### src/logic/io_port_defines.vh
`ifndef IO_PORT_DEFINES_VH
`define IO_PORT_DEFINES_VH

`define ADDR_PORT0_LATCH 8'h80
`define ADDR_PORT1_LATCH 8'h90
`define ADDR_PORT2_LATCH 8'hA0
`define ADDR_PORT0_MODE_A 8'h84
`define ADDR_PORT0_MODE_B 8'h85
`define ADDR_PORT1_MODE_A 8'h91
`define ADDR_PORT1_MODE_B 8'h92
`define ADDR_PORT2_MODE_SHARED 8'hA4
`define ADDR_PORT2_MODE_B 8'hA5

`define RST_MODE_REG 8'h00
`define RST_SHARED_REG 8'h00
`define LATCH_HIGH 8'hFF
`define LATCH_LOW 8'h00

`define MODE_QUASI 2'b00
`define MODE_PUSH_PULL 2'b01
`define MODE_INPUT_ONLY 2'b10
`define MODE_OPEN_DRAIN 2'b11

`define BIT_THIRD_PORT_SCHMITT 7
`define BIT_SECOND_PORT_SCHMITT 6
`define BIT_FIRST_PORT_SCHMITT 5
`define BIT_RC_CLOCK_OUT 4
`define BIT_TIMER_B_TOGGLE 3
`define BIT_TIMER_A_TOGGLE 2

`define PIN_FIXED_OD_LO 10
`define PIN_FIXED_OD_HI 11
`define PIN_FIXED_INPUT 13
`define PIN_CRYSTAL_OUT 16
`define PIN_CRYSTAL_IN 17
`define PIN_TIMER_B_TOGGLE 7
`define STRONG_PULSE_CLKS 2

`endif

### src/logic/io_port.v
`timescale 1ns/1ps
`include "io_port_defines.vh"

module io_port (
	input wire clk,
	input wire nrst,
	input wire [7:0] reg_addr,
	input wire [7:0] reg_wdata,
	input wire reg_wr,
	input wire reg_rd,
	output reg [7:0] reg_rdata,
	input wire [23:0] pad_in,
	output reg [23:0] pad_out,
	output reg [23:0] pad_oe,
	output reg [23:0] weak_pu_en,
	output reg [23:0] very_weak_pu_en,
	output reg [23:0] schmitt_en,
	output reg [23:0] input_en,
	input wire port_reset_level_select,
	input wire crystal_osc_selected,
	input wire rc_osc_selected,
	input wire internal_reset_selected,
	input wire timer_a_overflow,
	input wire timer_b_overflow
);

	reg [23:0] pin_meta_q;
	reg [23:0] pin_sync_q;
	reg [3:0] cfg_meta_q;
	reg [3:0] cfg_sync_q;
	reg [1:0] init_q;
	reg [7:0] latch0_q;
	reg [7:0] latch1_q;
	reg [7:0] latch2_q;
	reg [7:0] mode0_a_q;
	reg [7:0] mode0_b_q;
	reg [7:0] mode1_a_q;
	reg [7:0] mode1_b_q;
	reg [7:0] port2_mode_and_misc_enable_q;
	reg [7:0] mode2_b_q;
	reg timer_a_tog_q;
	reg timer_b_tog_q;
	reg clk_div_q;
	reg [7:0] rdata_d;
	reg [7:0] latch0_d;
	reg [7:0] latch1_d;
	reg [7:0] latch2_d;
	reg [7:0] mode0_a_d;
	reg [7:0] mode0_b_d;
	reg [7:0] mode1_a_d;
	reg [7:0] mode1_b_d;
	reg [7:0] port2_mode_and_misc_enable_d;
	reg [7:0] mode2_b_d;
	reg timer_a_tog_d;
	reg timer_b_tog_d;
	reg clk_div_d;

	wire reset_high_sync;
	wire xtal_sel;
	wire rc_sel;
	wire int_rst_sel;
	wire init_load;
	wire [23:0] latch_all;
	wire [23:0] mode_a_all;
	wire [23:0] mode_b_all;
	wire [23:0] pin_read;
	wire [2:0] port_schmitt;
	wire clk_out_on;
	wire tog_a_on;
	wire tog_b_on;

	// Pads and straps come from outside this clock domain.
	always @(posedge clk or negedge nrst) begin
		if (!nrst) begin
			pin_meta_q <= 24'h00_0000;
			pin_sync_q <= 24'h00_0000;
			cfg_meta_q <= 4'h0;
			cfg_sync_q <= 4'h0;
		end else begin
			pin_meta_q <= pad_in;
			pin_sync_q <= pin_meta_q;
			cfg_meta_q <= {internal_reset_selected, rc_osc_selected, crystal_osc_selected, port_reset_level_select};
			cfg_sync_q <= cfg_meta_q;
		end
	end

	assign reset_high_sync = cfg_sync_q[0];
	assign xtal_sel = cfg_sync_q[1];
	assign rc_sel = cfg_sync_q[2];
	assign int_rst_sel = cfg_sync_q[3];

	// Latch reset level is taken once the strap has passed the synchroniser.
	always @(posedge clk or negedge nrst) begin
		if (!nrst) begin
			init_q <= 2'b00;
		end else if (init_q != 2'b11) begin
			init_q <= init_q + 2'b01;
		end
	end

	assign init_load = (init_q == 2'b10);

	// Enables decoded from the shared mode register.
	assign clk_out_on = port2_mode_and_misc_enable_q[`BIT_RC_CLOCK_OUT] & rc_sel;
	assign tog_a_on = port2_mode_and_misc_enable_q[`BIT_TIMER_A_TOGGLE];
	assign tog_b_on = port2_mode_and_misc_enable_q[`BIT_TIMER_B_TOGGLE];

	// Next values of the port latches and mode registers.
	always @* begin
		latch0_d = latch0_q;
		latch1_d = latch1_q;
		latch2_d = latch2_q;
		mode0_a_d = mode0_a_q;
		mode0_b_d = mode0_b_q;
		mode1_a_d = mode1_a_q;
		mode1_b_d = mode1_b_q;
		mode2_b_d = mode2_b_q;
		port2_mode_and_misc_enable_d = port2_mode_and_misc_enable_q;
		if (init_load) begin
			latch0_d = reset_high_sync ? `LATCH_HIGH : `LATCH_LOW;
			latch1_d = reset_high_sync ? `LATCH_HIGH : `LATCH_LOW;
			latch2_d = reset_high_sync ? `LATCH_HIGH : `LATCH_LOW;
		end else if (reg_wr) begin
			case (reg_addr)
				`ADDR_PORT0_LATCH: begin
					latch0_d = reg_wdata;
				end
				`ADDR_PORT1_LATCH: begin
					latch1_d = reg_wdata;
				end
				`ADDR_PORT2_LATCH: begin
					latch2_d = reg_wdata;
				end
				`ADDR_PORT0_MODE_A: begin
					mode0_a_d = reg_wdata;
				end
				`ADDR_PORT0_MODE_B: begin
					mode0_b_d = reg_wdata;
				end
				`ADDR_PORT1_MODE_A: begin
					mode1_a_d = reg_wdata;
				end
				`ADDR_PORT1_MODE_B: begin
					mode1_b_d = reg_wdata;
				end
				`ADDR_PORT2_MODE_SHARED: begin
					port2_mode_and_misc_enable_d = reg_wdata;
				end
				`ADDR_PORT2_MODE_B: begin
					mode2_b_d = reg_wdata;
				end
				default: begin
					latch0_d = latch0_q;
				end
			endcase
		end
	end

	// Port latches and mode registers.
	always @(posedge clk or negedge nrst) begin
		if (!nrst) begin
			latch0_q <= `LATCH_LOW;
			latch1_q <= `LATCH_LOW;
			latch2_q <= `LATCH_LOW;
			mode0_a_q <= `RST_MODE_REG;
			mode0_b_q <= `RST_MODE_REG;
			mode1_a_q <= `RST_MODE_REG;
			mode1_b_q <= `RST_MODE_REG;
			mode2_b_q <= `RST_MODE_REG;
			port2_mode_and_misc_enable_q <= `RST_SHARED_REG;
		end else begin
			latch0_q <= latch0_d;
			latch1_q <= latch1_d;
			latch2_q <= latch2_d;
			mode0_a_q <= mode0_a_d;
			mode0_b_q <= mode0_b_d;
			mode1_a_q <= mode1_a_d;
			mode1_b_q <= mode1_b_d;
			mode2_b_q <= mode2_b_d;
			port2_mode_and_misc_enable_q <= port2_mode_and_misc_enable_d;
		end
	end

	// Timer toggle outputs and the divided clock output.
	always @* begin
		timer_a_tog_d = timer_a_tog_q;
		timer_b_tog_d = timer_b_tog_q;
		clk_div_d = 1'b0;
		if (tog_a_on && timer_a_overflow) begin
			timer_a_tog_d = ~timer_a_tog_q;
		end
		if (tog_b_on && timer_b_overflow) begin
			timer_b_tog_d = ~timer_b_tog_q;
		end
		if (clk_out_on) begin
			clk_div_d = ~clk_div_q;
		end
	end

	// Toggle and clock flops; the divided clock rests low while disabled.
	always @(posedge clk or negedge nrst) begin
		if (!nrst) begin
			timer_a_tog_q <= 1'b0;
			timer_b_tog_q <= 1'b0;
			clk_div_q <= 1'b0;
		end else begin
			timer_a_tog_q <= timer_a_tog_d;
			timer_b_tog_q <= timer_b_tog_d;
			clk_div_q <= clk_div_d;
		end
	end

	// Pins are numbered port times eight plus bit.
	assign latch_all = {latch2_q, latch1_q, latch0_q};
	assign mode_a_all = {6'b00_0000, port2_mode_and_misc_enable_q[1:0], mode1_a_q, mode0_a_q};
	assign mode_b_all = {6'b00_0000, mode2_b_q[1:0], mode1_b_q, mode0_b_q};
	assign port_schmitt = {port2_mode_and_misc_enable_q[`BIT_THIRD_PORT_SCHMITT],
		port2_mode_and_misc_enable_q[`BIT_SECOND_PORT_SCHMITT],
		port2_mode_and_misc_enable_q[`BIT_FIRST_PORT_SCHMITT]};

	// Per-pin mode selection and driver control.
	genvar i;
	generate
		for (i = 0; i < 24; i = i + 1) begin : pin
			wire fixed_od;
			wire fixed_in;
			wire xtal_pin;
			wire clk_pin;
			wire no_pin;
			wire [1:0] cfg;
			reg [1:0] mode;
			wire lvl;
			wire quasi;
			wire rise;
			reg prev_q;
			reg pulse_q;
			reg pd;
			reg su;
			reg wu;
			reg vu;

			assign fixed_od = (i == `PIN_FIXED_OD_LO) || (i == `PIN_FIXED_OD_HI);
			assign fixed_in = (i == `PIN_FIXED_INPUT);
			assign xtal_pin = ((i == `PIN_CRYSTAL_OUT) || (i == `PIN_CRYSTAL_IN)) && xtal_sel;
			assign clk_pin = (i == `PIN_CRYSTAL_OUT) && clk_out_on;
			assign no_pin = xtal_pin || (fixed_in && !int_rst_sel);
			assign cfg = {mode_a_all[i], mode_b_all[i]};

			// Fixed functions override the configured mode.
			always @* begin
				if (xtal_pin) begin
					mode = `MODE_INPUT_ONLY;
				end else if (clk_pin) begin
					mode = `MODE_PUSH_PULL;
				end else if (fixed_od) begin
					mode = `MODE_OPEN_DRAIN;
				end else if (fixed_in) begin
					mode = `MODE_INPUT_ONLY;
				end else if (i >= 18) begin
					mode = `MODE_INPUT_ONLY;
				end else begin
					mode = cfg;
				end
			end

			assign lvl = clk_pin ? clk_div_q :
				((i == `PIN_FIXED_OD_LO) && tog_a_on) ? timer_a_tog_q :
				((i == `PIN_TIMER_B_TOGGLE) && tog_b_on) ? timer_b_tog_q :
				latch_all[i];
			assign quasi = (mode == `MODE_QUASI);
			assign rise = lvl && !prev_q;

			always @* begin
				pd = 1'b0;
				su = 1'b0;
				wu = 1'b0;
				vu = 1'b0;
				case (mode)
					`MODE_QUASI: begin
						pd = !lvl;
						vu = lvl;
						wu = lvl && pin_sync_q[i];
						su = rise || pulse_q;
					end
					`MODE_PUSH_PULL: begin
						pd = !lvl;
						su = lvl;
					end
					`MODE_OPEN_DRAIN: begin
						pd = !lvl;
					end
					default: begin
						pd = 1'b0;
					end
				endcase
			end

			// Drivers are registered so pads follow the pin state one edge later.
			always @(posedge clk or negedge nrst) begin
				if (!nrst) begin
					prev_q <= 1'b0;
					pulse_q <= 1'b0;
					pad_out[i] <= 1'b0;
					pad_oe[i] <= 1'b0;
					weak_pu_en[i] <= 1'b0;
					very_weak_pu_en[i] <= 1'b0;
					schmitt_en[i] <= 1'b0;
					input_en[i] <= 1'b0;
				end else begin
					prev_q <= lvl;
					pulse_q <= rise && quasi;
					pad_out[i] <= su;
					pad_oe[i] <= su || pd;
					weak_pu_en[i] <= wu;
					very_weak_pu_en[i] <= vu;
					schmitt_en[i] <= port_schmitt[i / 8] || fixed_od || (i == `PIN_FIXED_INPUT);
					input_en[i] <= !no_pin && (i < 18);
				end
			end

			assign pin_read[i] = pin_sync_q[i] && !no_pin && (i < 18);
		end
	endgenerate

	// Read data stands in the cycle after the read strobe only.
	always @* begin
		rdata_d = 8'h00;
		case (reg_addr)
			`ADDR_PORT0_LATCH: begin
				rdata_d = pin_read[7:0];
			end
			`ADDR_PORT1_LATCH: begin
				rdata_d = pin_read[15:8];
			end
			`ADDR_PORT2_LATCH: begin
				rdata_d = pin_read[23:16];
			end
			`ADDR_PORT0_MODE_A: begin
				rdata_d = mode0_a_q;
			end
			`ADDR_PORT0_MODE_B: begin
				rdata_d = mode0_b_q;
			end
			`ADDR_PORT1_MODE_A: begin
				rdata_d = mode1_a_q;
			end
			`ADDR_PORT1_MODE_B: begin
				rdata_d = mode1_b_q;
			end
			`ADDR_PORT2_MODE_SHARED: begin
				rdata_d = port2_mode_and_misc_enable_q;
			end
			`ADDR_PORT2_MODE_B: begin
				rdata_d = mode2_b_q;
			end
			default: begin
				rdata_d = 8'h00;
			end
		endcase
	end

	// Read data is cleared when no read is taken.
	always @(posedge clk or negedge nrst) begin
		if (!nrst) begin
			reg_rdata <= 8'h00;
		end else if (reg_rd) begin
			reg_rdata <= rdata_d;
		end else begin
			reg_rdata <= 8'h00;
		end
	end

endmodule // io_port

### config.mk
export PLATFORM = sky130hd
export DESIGN_NAME = io_port
export DESIGN_NICKNAME = d
export VERILOG_FILES = /design/src/logic/io_port.v
export VERILOG_INCLUDE_DIRS = /design/src /design/src/logic
export SDC_FILE = /design/constraint.sdc
export NUM_CORES = 1
export LEC_CHECK = 0
export ABC_AREA = 0
export BUFFER_PORTS_ARGS = -buffer_cell sky130_fd_sc_hd__buf_4
export CELL_PAD_IN_SITES_DETAIL_PLACEMENT = 1
export CELL_PAD_IN_SITES_GLOBAL_PLACEMENT = 1
export CORE_UTILIZATION = 46
export CTS_CLUSTER_SIZE = 28
export DETAILED_ROUTE_END_ITERATION = 10
export PLACE_DENSITY_LB_ADDON = 0.05
export SYNTH_ARGS = -nofsm -noshare
export SYNTH_HDL_FRONTEND = slang
export SYNTH_SLANG_ARGS = --single-unit
### constraint.sdc
create_clock -name clk -period 4.45 [get_ports clk]
set_input_delay 0.6675 -clock clk [delete_from_list [all_inputs] [get_ports clk]]
set_output_delay 0.6675 -clock clk [all_outputs]
set_load 0.01 [all_outputs]
* Word-level counts from Yosys, hierarchy flattened
Index checks and enable logic that the tools add are counted.
** Cells by class
- $add $sub $neg :: 1
- Eq/ne operators :: 41
- Multiplexer cells :: 79
- Bitwise logic cells :: 5
- Reductions and logical operators :: 156
** Operator list (number)
- equality test 8 bit, second input constant :: 9
- one-hot mux 8 bit (9 select lines) :: 1
- 2-to-1 mux 8 bit :: 8
- logical AND 1 bit :: 50
- 2-to-1 mux 1 bit :: 49
- OR reduction 3 bit :: 15
- logical NOT 1 bit :: 33
- equality test 2 bit, second input constant :: 16
- equality test 2 x 1 -> 1 bit, second input constant :: 15
- logical NOT 2 bit :: 15
- logical OR 1 bit :: 30
- one-hot mux 1 bit (2 select lines) :: 15
- AND reduction 3 bit :: 6
- 2-to-1 mux 2 bit :: 6
- nonzero test 2 bit :: 4
- AND reduction 2 bit :: 3
- NOT 1 bit :: 4
- adder 2 x 1 -> 2 bit, second input constant :: 1
- inequality test 2 bit, second input constant :: 1
- bitwise AND 1 bit :: 1
** Storage, ports and cells
- Flip-flop bits (word level) :: 221
- Input bits :: 50
- Output and inout bits :: 152
- Logic and storage cells :: 398

* Longest topological paths before layout
Gate-level depths: netlist of the first run.
- Depth in word-level cells :: 7
- Gate-level depth with buffers :: 8
- Gate-level depth less buffers :: 6

* Worst setup path after synthesis of the first run
No wires, ideal clock.
- Path type :: in2reg
- Start point :: input port reg_addr[5]
- End point :: register mode0_a_q[5]
- Data arrival time :: 1916 ps
- Path slack :: 2409 ps
- Stages :: 6
- Cell sequence :: buf_4 > nor4b_4 > and3_1 > buf_6 > nand2_4 > mux2_4
** On the way
- Word-level cells in the longest chain between the ends :: 2
** Ends and longest elaborated chain
- start: declaration :: RTL line io_port.v:7 : input wire [7:0] reg_addr,
- equality test 8 bit :: RTL line io_port.v:124 : case (reg_addr)
- AND reduction 3 bit (no line)
- end signal: assignment :: RTL line io_port.v:165 : mode0_a_q <= `RST_MODE_REG;
- end signal: assignment :: RTL line io_port.v:175 : mode0_a_q <= mode0_a_d;
- end: declaration :: RTL line io_port.v:35 : reg [7:0] mode0_a_q;
No other way between the ends.
A chain may end at the register's enable or synchronous reset.

* Worst setup path in the final report of the first run
- Start point :: register init_q[0]
- End point :: register mode1_b_q[5]
** On the way
- Word-level cells in the longest chain between the ends :: 3
** Ends and longest elaborated chain
- start: declaration :: RTL line io_port.v:31 : reg [1:0] init_q;
- start signal: assignment :: RTL line io_port.v:97 : init_q <= init_q + 2'b01;
- equality test 2 bit :: RTL line io_port.v:101 : assign init_load = (init_q == 2'b10);
- NOT 1 bit (no line)
- AND reduction 3 bit (no line)
- end signal: assignment :: RTL line io_port.v:168 : mode1_b_q <= `RST_MODE_REG;
- end signal: assignment :: RTL line io_port.v:178 : mode1_b_q <= mode1_b_d;
- end: declaration :: RTL line io_port.v:38 : reg [7:0] mode1_b_q;
No other way between the ends.

==> impl_metrics.json, run 1 <==
{
  "cts.path.max_buffers": 3,
  "avgRoutedWirePerCell_um": 19.1,
  "htree_depth": 1,
  "rsz0062_at_grt": "no",
  "r2r_start": "init_q[0]",
  "final_routed_drc_violation_total": 0,
  "drt_pre_antenna_iters": 4,
  "grt_first_pass_wirelength_mm": 33.7,
  "p_sw_share_pct": 23.9,
  "cp.buffers_inverters": 1,
  "combinationalPowerShare_pct": 10.2,
  "power.internal_mw": 3.44,
  "crit_type": "flop to flop",
  "most_frequent_cells_in_the_layout": "sky130_fd_sc_hd__dfrtp_1, sky130_fd_sc_hd__buf_4, sky130_fd_sc_hd__nand2_1",
  "mappedNetlistArea_um2": 8770,
  "layout_commonest_cell": "sky130_fd_sc_hd__dfrtp_1",
  "final_hold_viol_count": 0,
  "crit_path_start_kind": "flop",
  "num-fill-cells": 1948,
  "postSynth.topFlopCell": "sky130_fd_sc_hd__dfrtp_1",
  "synth-xor-area-share_pct": 0.299,
  "synth_enable_flop_cells": 0,
  "wirelength_mm": 20.9,
  "synth-async-reset-ratio_pct": 100,
  "io_pins": 202,
  "r2r_end": "mode1_b_q[5]",
  "drt_iter0_markers": 239,
  "die-width_um": 140,
  "synth_top_family_by_area": "simple AND/OR/NAND/NOR gates",
  "detailroute.via_count": 5818,
  "cp_cell_sequence": "inv_1 -> ha_1 -> nor2b_1 -> nand2_2 -> mux2_1",
  "power.net_switching_mw": 1.08,
  "gr-usage-all-layers_pct": 22.1,
  "placement_rows": 50,
  "critical_path.max_stage_delay_ns": 0.65,
  "aggregate_global_routing_overflow": 0,
  "place_inst": 1054,
  "cts_tree": "built",
  "top_signal_layer_used": "met4",
  "static-leakage-power_nw": 4.92,
  "worst_slew_pin_slew_ns": 0.877,
  "wl_met2_mm": 10.7,
  "cp-end-kind": "flop",
  "place.detailed.hpwl_mm": 14.5,
  "cts.root.buffer_cell": "sky130_fd_sc_hd__clkbuf_16",
  "finalWorstPathRequiredPeriod_ns": 2.47,
  "cts.hold.buffers_added": 0,
  "synth.yosys.warnings": 0,
  "postSynthCellCount": 714,
  "pin_count_of_the_biggest_net_entering_global_routing": 116,
  "min_period_over_period_pct": 55.5,
  "drive_above_1_share_pct": 28.8,
  "timing.fmax_mhz": 405,
  "total_core_area_um2": 18700,
  "postRouteAntennaNets": 0,
  "syn2layout_area_growth_pct": 19.1,
  "req_time_crit_path_ns": 4.84,
  "antennaDiodeCount": 0,
  "pwr_density_cell_nw_per_um2": 433,
  "wl_met1_mm": 8.62,
  "dieArea_um2": 19600,
  "min_path_type": "primary input to asynchronous set/reset pin",
  "layout.nets": 897,
  "number_of_maximum_capacitance_constraint_violations": 0,
  "slew_headroom_pct": 41.6,
  "muxShareOfSynthArea_pct": 5.46,
  "synth-simple-area-share_pct": 12.7,
  "cts_buffers": 23,
  "clk-insertion-delay-late_ns": 0.50,
  "outcome": "complete, no violations",
  "floorplan.initialDensity_pct": 46.9,
  "antenna_violations_before_repair": 0,
  "io_buffer_count": 155,
  "post_layout_util_pct": 55.8,
  "placedInstanceArea_um2": 9740,
  "yosys.cell_types.count": 57,
  "clk_pin_slew_ns": 0.06,
  "power.sequential.fraction_pct": 49.8,
  "cts_resized": 0,
  "slew_violations": 0,
  "post_layout_nonfiller_instances": 1092,
  "slowest_stage": "sky130_fd_sc_hd__nor2b_1",
  "cts.sinks": 220,
  "vias_per_std_cell": 5.33,
  "die-height_um": 140,
  "average_instance_area_after_synthesis_um2": 12.3,
  "power.ir.vdd_worst_v": 0.000264,
  "post_cts.repair.setup_buffers": 0,
  "post_route_cell_area_um2": 10400,
  "setup_violations": 0,
  "regToRegSetupSlack_ns": 1.98,
  "synthAdderAreaFrac_pct": 0.285,
  "finalWeightedCongestion": 0.859,
  "reg2regPathDepth": 5,
  "grt_pass1_vias": 6059,
  "clock_power_share_pct": 40.0,
  "dr_wl_met3_mm": 1.10,
  "timing.critical_path.arrival_ns": 2.85,
  "setup_total_negative_slack_ns": 0,
  "crit_fanout": 15,
  "fin_skew_ns": 0.0104,
  "synthesized_area_fraction_occupied_by_ao_oa_aoi_and_oai_cells_pct": 9.64,
  "part_of_the_yosys_area_used_for_sequential_elements_pct": 62.7,
  "synth_seq_cells": 220,
  "crit_family": "simple AND/OR/NAND/NOR gates"
}
worst max-delay path by stage:
stage	start	endpoint	slack, ns	cells after the start
floorplan	reg_addr[5]	mode0_a_q[5]	2.41	6
global placement	reg_addr[4]	mode0_a_q[5]	1.70	5
detailed placement	reg_addr[4]	mode0_a_q[5]	1.66	5
CTS	init_q[0]	mode1_b_q[5]	1.96	5
global route	init_q[0]	mode1_a_q[5]	1.81	5
finish	init_q[0]	mode1_b_q[5]	1.98	5
routing by layer:
metal / GRT usage [%] / up-vias
met2: 38.9 / 191
met5: 0 / -
li1: - / 2604
met4: 6.19 / 0
met3: 3.38 / 33
met1: 28.4 / 2990
layout make-up:
type	count	area, µm²	area share [%]
clock buffers	33	653	6.25
repair buffers	158	1190	11.4
multi-input cells	414	2650	25.3
clock inverters	5	50.0	0.479
well taps	234	293	2.80
flip-flops and latches	220	5510	52.7
inverters	28	105	1.01
worst register-to-register path, stage by stage (launching register included):
cell	delay (ns)
sky130_fd_sc_hd__dfrtp_1	0.39
sky130_fd_sc_hd__inv_1	0.06
sky130_fd_sc_hd__ha_1	0.44
sky130_fd_sc_hd__nor2b_1	0.65
sky130_fd_sc_hd__nand2_2	0.40
sky130_fd_sc_hd__mux2_1	0.42
Yosys cell counts (3+ instances only):
library cell | n | area share (%)
sky130_fd_sc_hd__nor2b_1 | 9 | 0.64
sky130_fd_sc_hd__nand2_1 | 49 | 2.1
sky130_fd_sc_hd__a221oi_1 | 3 | 0.30
sky130_fd_sc_hd__a22o_1 | 3 | 0.30
sky130_fd_sc_hd__buf_4 | 77 | 6.6
sky130_fd_sc_hd__mux2_2 | 33 | 4.2
sky130_fd_sc_hd__nand3_1 | 7 | 0.40
sky130_fd_sc_hd__buf_2 | 8 | 0.46
sky130_fd_sc_hd__and2_1 | 27 | 1.9
sky130_fd_sc_hd__o21ai_0 | 34 | 1.9
sky130_fd_sc_hd__dfrtp_1 | 220 | 63
sky130_fd_sc_hd__a22oi_1 | 5 | 0.43
sky130_fd_sc_hd__and3_1 | 6 | 0.43
sky130_fd_sc_hd__nor3b_1 | 15 | 1.3
sky130_fd_sc_hd__nor3_1 | 5 | 0.29
sky130_fd_sc_hd__a222oi_1 | 4 | 0.46
sky130_fd_sc_hd__nand2_2 | 5 | 0.36
sky130_fd_sc_hd__a31oi_1 | 11 | 0.78
sky130_fd_sc_hd__o21ai_2 | 7 | 0.70
sky130_fd_sc_hd__inv_1 | 28 | 1.2
sky130_fd_sc_hd__nor4b_1 | 12 | 1.2
sky130_fd_sc_hd__o21ai_1 | 11 | 0.63
sky130_fd_sc_hd__a21oi_1 | 48 | 2.7
sky130_fd_sc_hd__xnor2_1 | 3 | 0.30
sky130_fd_sc_hd__mux2i_1 | 7 | 0.80
sky130_fd_sc_hd__nand2b_1 | 25 | 1.8
sky130_fd_sc_hd__nor2_1 | 13 | 0.56
sky130_fd_sc_hd__buf_6 | 3 | 0.39
metrics by stage:
stage                     hold slack, ns  power (mW)  setup WS (ns)
after floorplan                    0.331        2.52           2.41
after detailed placement           0.336        2.75           1.66
after global placement             0.333        2.73           1.70
final                              0.204        4.52           1.98
after CTS                          0.254        4.58           1.96
after global routing               0.252        4.71           1.81
state kept, by name, summed over array words and instances (netlist names), 15 cells and up:
| signal | count |
|---|---|
| pad_oe | 17 |
| pin.prev_q | 15 |
| pad_out | 15 |
| weak_pu_en | 15 |
| very_weak_pu_en | 15 |
| pin.pulse_q | 15 |
| pin_meta_q | 18 |
| pin_sync_q | 18 |
power by group through the flow:
stage          Sequential (mW)  Combinational, mW  Clock [mW]
2_1_floorplan             2.29              0.232           0
3_3_place_gp              2.28              0.449           0
3_5_place_dp              2.29              0.464           0
4_1_cts                   2.25              0.468        1.86
5_1_grt                   2.27              0.508        1.93
6_report                  2.25              0.460        1.81
cells by family (layout without fill, tap and decap cells):
group           Yosys count  count (layout)
compound gates          138             138
xor+xnor                  3               3
fa+ha+maj                 2               2
buf+inv                 119             224
flops                   220             220
mux                      43              43
other cells               2              41
simple gates            187             187
Note: power is estimated with default switching activity, not from simulation.
==> run 2: changes to the inputs <==
--- a/config.mk
+++ b/config.mk
@@ -6,11 +6,11 @@
 export SDC_FILE = /design/constraint.sdc
 export NUM_CORES = 1
 export LEC_CHECK = 0
-export ABC_AREA = 0
+export ABC_AREA = 1
 export BUFFER_PORTS_ARGS = -buffer_cell sky130_fd_sc_hd__buf_4
 export CELL_PAD_IN_SITES_DETAIL_PLACEMENT = 1
 export CELL_PAD_IN_SITES_GLOBAL_PLACEMENT = 1
-export CORE_UTILIZATION = 46
+export CORE_UTILIZATION = 37
 export CTS_CLUSTER_SIZE = 28
 export DETAILED_ROUTE_END_ITERATION = 10
 export PLACE_DENSITY_LB_ADDON = 0.05
==> constraint.sdc (replaced) <==
create_clock -name clk -period 2.18 [get_ports clk]
set_input_delay 0.327 -clock clk [delete_from_list [all_inputs] [get_ports clk]]
set_output_delay 0.327 -clock clk [all_outputs]
set_load 0.01 [all_outputs]
==> impl_metrics.json, run 2 <==
{
  "outcome": "complete, no violations",
  "cts_buffers": 25,
  "antenna_violations_before_repair": 0,
  "cts.root.buffer_cell": "sky130_fd_sc_hd__clkbuf_16",
  "synth-xor-area-share_pct": 0.295,
  "grt_pass1_vias": 6087,
  "synth.largest_area_cell": "sky130_fd_sc_hd__dfrtp_1",
  "place_inst": 1326,
  "synth.yosys.warnings": 0,
  "pwr_density_cell_nw_per_um2": 896,
  "critical_path.max_stage_delay_ns": 0.38,
  "slowest_stage": "sky130_fd_sc_hd__dfrtp_1",
  "synth-simple-area-share_pct": 17.3,
  "vias_per_std_cell": 4.47,
  "setup_total_negative_slack_ns": 0,
  "io_buffer_count": 155,
  "cp_cell_sequence": "inv_1 -> ha_1 -> nor2_4 -> nand3_2 -> o21ai_0",
  "dieArea_um2": 24700,
  "postSynthCellCount": 886,
  "place.detailed.hpwl_mm": 15.3,
  "rsz0062_at_grt": "no",
  "cp-end-kind": "flop",
  "synth_seq_cells": 220,
  "finalWorstPathRequiredPeriod_ns": 1.86,
  "synthesized_area_fraction_occupied_by_ao_oa_aoi_and_oai_cells_pct": 7.86,
  "layout_commonest_cell": "sky130_fd_sc_hd__dfrtp_1",
  "clk_pin_slew_ns": 0.06,
  "total_core_area_um2": 23500,
  "gr-usage-all-layers_pct": 17.9,
  "power.ir.vdd_worst_v": 0.000570,
  "cts_resized": 0,
  "final_routed_drc_violation_total": 0,
  "placement_rows": 56,
  "yosys.cell_types.count": 31,
  "pin_count_of_the_biggest_net_entering_global_routing": 55,
  "finalWeightedCongestion": 0.774,
  "part_of_the_yosys_area_used_for_sequential_elements_pct": 61.7,
  "cts.hold.buffers_added": 23,
  "detailroute.via_count": 6233,
  "avgRoutedWirePerCell_um": 15.5,
  "req_time_crit_path_ns": 2.60,
  "crit_type": "flop to flop",
  "synth_enable_flop_cells": 0,
  "synth_top_family_by_area": "simple AND/OR/NAND/NOR gates",
  "layout.nets": 1109,
  "min_path_type": "primary input to flop",
  "cts.sinks": 220,
  "crit_path_start_kind": "flop",
  "crit_fanout": 16,
  "multi_input_comb_area_um2": 2450,
  "min_period_over_period_pct": 85.4,
  "post_layout_nonfiller_instances": 1395,
  "slew_headroom_pct": 55.4,
  "postRouteAntennaNets": 0,
  "final_hold_viol_count": 0,
  "aggregate_global_routing_overflow": 0,
  "timing.fmax_mhz": 537,
  "synth_most_common_cell": "sky130_fd_sc_hd__dfrtp_1",
  "syn2layout_area_growth_pct": 26.0,
  "static-leakage-power_nw": 5.67,
  "clk-insertion-delay-late_ns": 0.53,
  "htree_depth": 1,
  "timing.critical_path.arrival_ns": 2.29,
  "die-width_um": 157,
  "io_pins": 202,
  "drt_iter0_markers": 309,
  "drive_above_1_share_pct": 26.2,
  "cts_tree": "built",
  "postSynth.topFlopCell": "sky130_fd_sc_hd__dfrtp_1",
  "drt_pre_antenna_iters": 4,
  "antennaDiodeCount": 0,
  "synthAdderAreaFrac_pct": 0.281,
  "netlist.area_leader.share_pct": 61.7,
  "synth-async-reset-ratio_pct": 100,
  "wirelength_mm": 21.6,
  "cts.path.max_buffers": 3,
  "num-fill-cells": 2702,
  "setup_violations": 0,
  "most_area_consuming_cells_after_synthesis": "sky130_fd_sc_hd__dfrtp_1, sky130_fd_sc_hd__buf_4, sky130_fd_sc_hd__nand2_1, sky130_fd_sc_hd__inv_1, sky130_fd_sc_hd__o21ai_0",
  "mappedNetlistArea_um2": 8920,
  "floorplan.initialDensity_pct": 37.9,
  "slew_violations": 0,
  "number_of_maximum_capacitance_constraint_violations": 0,
  "synthTopCellsByCount": "sky130_fd_sc_hd__dfrtp_1, sky130_fd_sc_hd__nand2_1, sky130_fd_sc_hd__inv_1",
  "grt_first_pass_wirelength_mm": 33.9,
  "fin_skew_ns": 0.0232,
  "final-seq-area_um2": 5510,
  "average_instance_area_after_synthesis_um2": 10.1,
  "muxShareOfSynthArea_pct": 0,
  "die-height_um": 157,
  "post_cts.repair.setup_buffers": 0,
  "reg.largest.list": "pin_meta_q x18, pin_sync_q x18, pad_oe x17",
  "most_frequent_cells_in_the_layout": "sky130_fd_sc_hd__dfrtp_1, sky130_fd_sc_hd__buf_4, sky130_fd_sc_hd__nand2_1",
  "worst_slew_pin_slew_ns": 0.662
}
run 2: cell families (layout without fill, tap and decap cells):
group,Yosys count,count (layout)
buf+inv,202,353
xor+xnor,3,3
compound gates,129,129
other cells,2,41
fa+ha+maj,2,2
flops,220,220
simple gates,328,328
run 2: routing by layer:
metal  up-vias  routed length [µm]  track usage (%)
met2       150                9610             26.7
met5         -                   0                0
met3        28                1110             2.97
li1       3021                   -                -
met4         0                 382             4.07
met1      3034               10500             27.1
run 2: report_power, final:
part	switching, mW	internal (mW)
logic	0.617	0.475
registers	0.161	4.42
clock network	1.68	2.72
total	2.46	7.61
run 2: critical path, delay by kind of cell, from the launching register on:
| kind | cells | cell delay (ns) |
|---|---|---|
| compound gates | 1 | 0.29 |
| fa+ha+maj | 1 | 0.37 |
| buf+inv | 1 | 0.05 |
| flops | 1 | 0.38 |
| simple gates | 2 | 0.67 |
run 2: final cells by class:
cell class                 count  share of cell area (%)
clock buffer                  31                    6.13
clock inverter                15                    1.70
inverter                     109                    3.64
multi-input combinational    503                    21.8
sequential                   220                    49.0
tap                          319                    3.55
timing repair buffer         198                    14.1
run 2: worst paths after layout:
kind                                     from                         endpoint  slack (ns)  depth (start not counted)
worst max-delay path                init_q[0]  port2_mode_and_misc_enable_q[7]        0.32                          5
worst min-delay path             reg_wdata[0]                     mode1_b_q[0]        0.03                          3
worst max register to register      init_q[0]  port2_mode_and_misc_enable_q[7]        0.32                          5
worst min register to register  pin_meta_q[9]                    pin_sync_q[9]        0.34                          0
max in group asynchronous                nrst                    pin[9].prev_q        1.20                          3
min in group asynchronous                nrst                       pad_out[0]        0.33                          2
run 2: through the flow:
stage | cell area [µm²] | power [mW] | util, % | worst slack [ns] | hold slack (ns)
after detailed placement | 10100 | 5.73 | 43.0 | 0.316 | 0.281
after CTS | 11200 | 10.2 | 47.7 | 0.291 | 0.00749
final | 11200 | 10.1 | 47.7 | 0.318 | 0.0257
after floorplan | 9060 | 5.22 | - | 0.755 | 0.0314
after global placement | 10100 | 5.71 | 43.0 | 0.375 | 0.285
after global routing | 11200 | 10.5 | 47.7 | 0.180 | 0.0209
==> run 3: changes to the inputs <==
--- a/config.mk
+++ b/config.mk
@@ -6,11 +6,11 @@
 export SDC_FILE = /design/constraint.sdc
 export NUM_CORES = 1
 export LEC_CHECK = 0
-export ABC_AREA = 1
+export ABC_AREA = 0
 export BUFFER_PORTS_ARGS = -buffer_cell sky130_fd_sc_hd__buf_4
 export CELL_PAD_IN_SITES_DETAIL_PLACEMENT = 1
 export CELL_PAD_IN_SITES_GLOBAL_PLACEMENT = 1
-export CORE_UTILIZATION = 37
+export CORE_UTILIZATION = 38
 export CTS_CLUSTER_SIZE = 28
 export DETAILED_ROUTE_END_ITERATION = 10
 export PLACE_DENSITY_LB_ADDON = 0.05
==> impl_metrics.json, run 3 (synthesis results as in run 1) <==
{
  "postRouteAntennaNets": 0,
  "io_buffer_count": 155,
  "min_path_type": "primary input to flop",
  "placement_rows": 55,
  "antennaDiodeCount": 0,
  "grt_first_pass_wirelength_mm": 36.8,
  "drive_above_1_share_pct": 31.6,
  "antenna_violations_before_repair": 0,
  "cts.sinks": 220,
  "slew_headroom_pct": 59.5,
  "total_core_area_um2": 22600,
  "cts.path.max_buffers": 3,
  "min_period_over_period_pct": 83.7,
  "slowest_stage": "sky130_fd_sc_hd__nand2_1",
  "aggregate_global_routing_overflow": 0,
  "r2r_start": "init_q[0]",
  "req_time_crit_path_ns": 2.57,
  "min-delay-start": "reg_wdata[4]",
  "regToRegSetupSlack_ns": 0.36,
  "r2r_end": "latch1_q[0]",
  "reg2regPathDepth": 5,
  "htree_depth": 1,
  "static-leakage-power_nw": 5.28,
  "cts_buffers": 25,
  "setup_violations": 0,
  "timing.critical_path.arrival_ns": 2.22,
  "cts.root.buffer_cell": "sky130_fd_sc_hd__clkbuf_16",
  "wirelength_mm": 23.2,
  "die-width_um": 154,
  "setup_total_negative_slack_ns": 0,
  "rsz0062_at_grt": "no",
  "final-seq-area_um2": 5510,
  "cp_cell_sequence": "inv_1 -> ha_1 -> nand2_1 -> o21ai_0 -> mux2_2",
  "layout_commonest_cell": "sky130_fd_sc_hd__dfrtp_1",
  "cp-end-kind": "flop",
  "timing.fmax_mhz": 548,
  "vias_per_std_cell": 4.90,
  "finalWorstPathRequiredPeriod_ns": 1.82,
  "clk_pin_slew_ns": 0.06,
  "crit_fanout": 7,
  "syn2layout_area_growth_pct": 27.8,
  "dieArea_um2": 23700,
  "detailroute.via_count": 5918,
  "crit_type": "flop to flop",
  "worst_slew_pin_slew_ns": 0.607,
  "io_pins": 202,
  "gr-usage-all-layers_pct": 20.1,
  "pwr_density_cell_nw_per_um2": 886,
  "drt_pre_antenna_iters": 6,
  "grt_pass1_vias": 6409,
  "fin_skew_ns": 0.00554,
  "crit_path_start_kind": "flop",
  "die-height_um": 154,
  "hold-path-endpoint": "mode2_b_q[4]",
  "pin_count_of_the_biggest_net_entering_global_routing": 76,
  "final_routed_drc_violation_total": 0,
  "outcome": "complete, no violations",
  "cts_tree": "built",
  "num-fill-cells": 2370,
  "finalWeightedCongestion": 0.861,
  "post_cts.repair.setup_buffers": 0,
  "timing.hold.worst_path_depth": 2,
  "avgRoutedWirePerCell_um": 19.2,
  "clk-insertion-delay-late_ns": 0.51,
  "place.detailed.hpwl_mm": 16.9,
  "most_frequent_cells_in_the_layout": "sky130_fd_sc_hd__dfrtp_1, sky130_fd_sc_hd__buf_4, sky130_fd_sc_hd__nand2_1",
  "number_of_maximum_capacitance_constraint_violations": 0,
  "multi_input_comb_area_um2": 2650,
  "power.ir.vdd_worst_v": 0.000543,
  "cts_resized": 0,
  "reg.largest.list": "pin_meta_q x18, pin_sync_q x18, pad_oe x17",
  "final_hold_viol_count": 0,
  "critical_path.max_stage_delay_ns": 0.43,
  "drt_iter0_markers": 237,
  "slew_violations": 0,
  "layout.nets": 957,
  "floorplan.initialDensity_pct": 38.8,
  "total_power_mw": 9.94
}
-- run 3: cell types whose count changed in the layout (fill, tap and decap cells not counted), moves of 12 or more --
cell                       previous run  this run
sky130_fd_sc_hd__nand2b_1             0        25
sky130_fd_sc_hd__inv_1              101        28
sky130_fd_sc_hd__nor3b_1              0        15
sky130_fd_sc_hd__nand3_1             64         7
sky130_fd_sc_hd__nor2_1              69        13
sky130_fd_sc_hd__o21ai_0             66        34
sky130_fd_sc_hd__or2_2               20         1
sky130_fd_sc_hd__a21oi_1             19        48
sky130_fd_sc_hd__and2_1               0        27
sky130_fd_sc_hd__nor4b_1              0        12
sky130_fd_sc_hd__mux2_2               0        33
sky130_fd_sc_hd__buf_4              171       188
sky130_fd_sc_hd__nand2_1            144        49
-- run 3: critical path: cells and delay by family (launching register included) --
family / cells / cell delay [ns]
flip-flops: 1 / 0.39
AO/OA/AOI/OAI: 1 / 0.24
buffers and inverters: 1 / 0.06
AND/OR/NAND/NOR: 1 / 0.43
multiplexers: 1 / 0.31
adder cells (fa/ha/maj): 1 / 0.29
-- run 3: repair_timing --
item | in CTS | in global routing
setup endpoints to repair | 0 | 0
hold buffers | 23 | 0
endpoints found under the hold margin | 91 | 0
-- run 3: worst max-delay path by stage --
stage,slack [ns],cells past startpoint,to,start
floorplan,0.48,6,mode0_a_q[5],reg_addr[5]
global placement,0.19,7,port2_mode_and_misc_enable_q[6],reg_addr[0]
detailed placement,0.20,7,port2_mode_and_misc_enable_q[3],reg_addr[0]
CTS,0.34,6,mode0_b_q[4],init_q[0]
global route,0.27,5,latch1_q[0],init_q[0]
finish,0.36,5,latch1_q[0],init_q[0]
-- run 3: metrics by stage --
stage                     cells  worst slack (ns)  hold WS (ns)  instance area, µm²  utilization (%)
after floorplan             753             0.480        0.0314                8920                -
after global placement     1140             0.191         0.332               10100             44.7
after detailed placement   1140             0.196         0.336               10100             44.7
after CTS                  1208             0.343        0.0604               11200             49.5
after global routing       1208             0.266        0.0622               11200             49.5
final                      1208             0.356        0.0766               11200             49.5
-- run 3: layer usage --
layer	up-vias	routed length, µm	track usage, %
met5	-	0	0
met4	0	362	4.05
met1	3018	10400	27.1
met3	29	938	2.85
met2	156	11600	34.6
li1	2715	-	-
-- run 3: cell type report --
cell class | instances | area share (%)
Multi-Input combinational cell | 414 | 23.6
Timing Repair Buffer | 216 | 15.5
Sequential cell | 220 | 49.1
Clock buffer | 35 | 6.54
Clock inverter | 10 | 1.17
Tap cell | 285 | 3.18
Inverter | 28 | 0.937
-- run 3: power by group --
group | internal (mW) | total, mW | leakage, nW | switching [mW]
Combinational | 0.496 | 1.02 | 2.13 | 0.520
Clock | 2.69 | 4.32 | 0.428 | 1.63
Sequential | 4.40 | 4.60 | 2.72 | 0.199
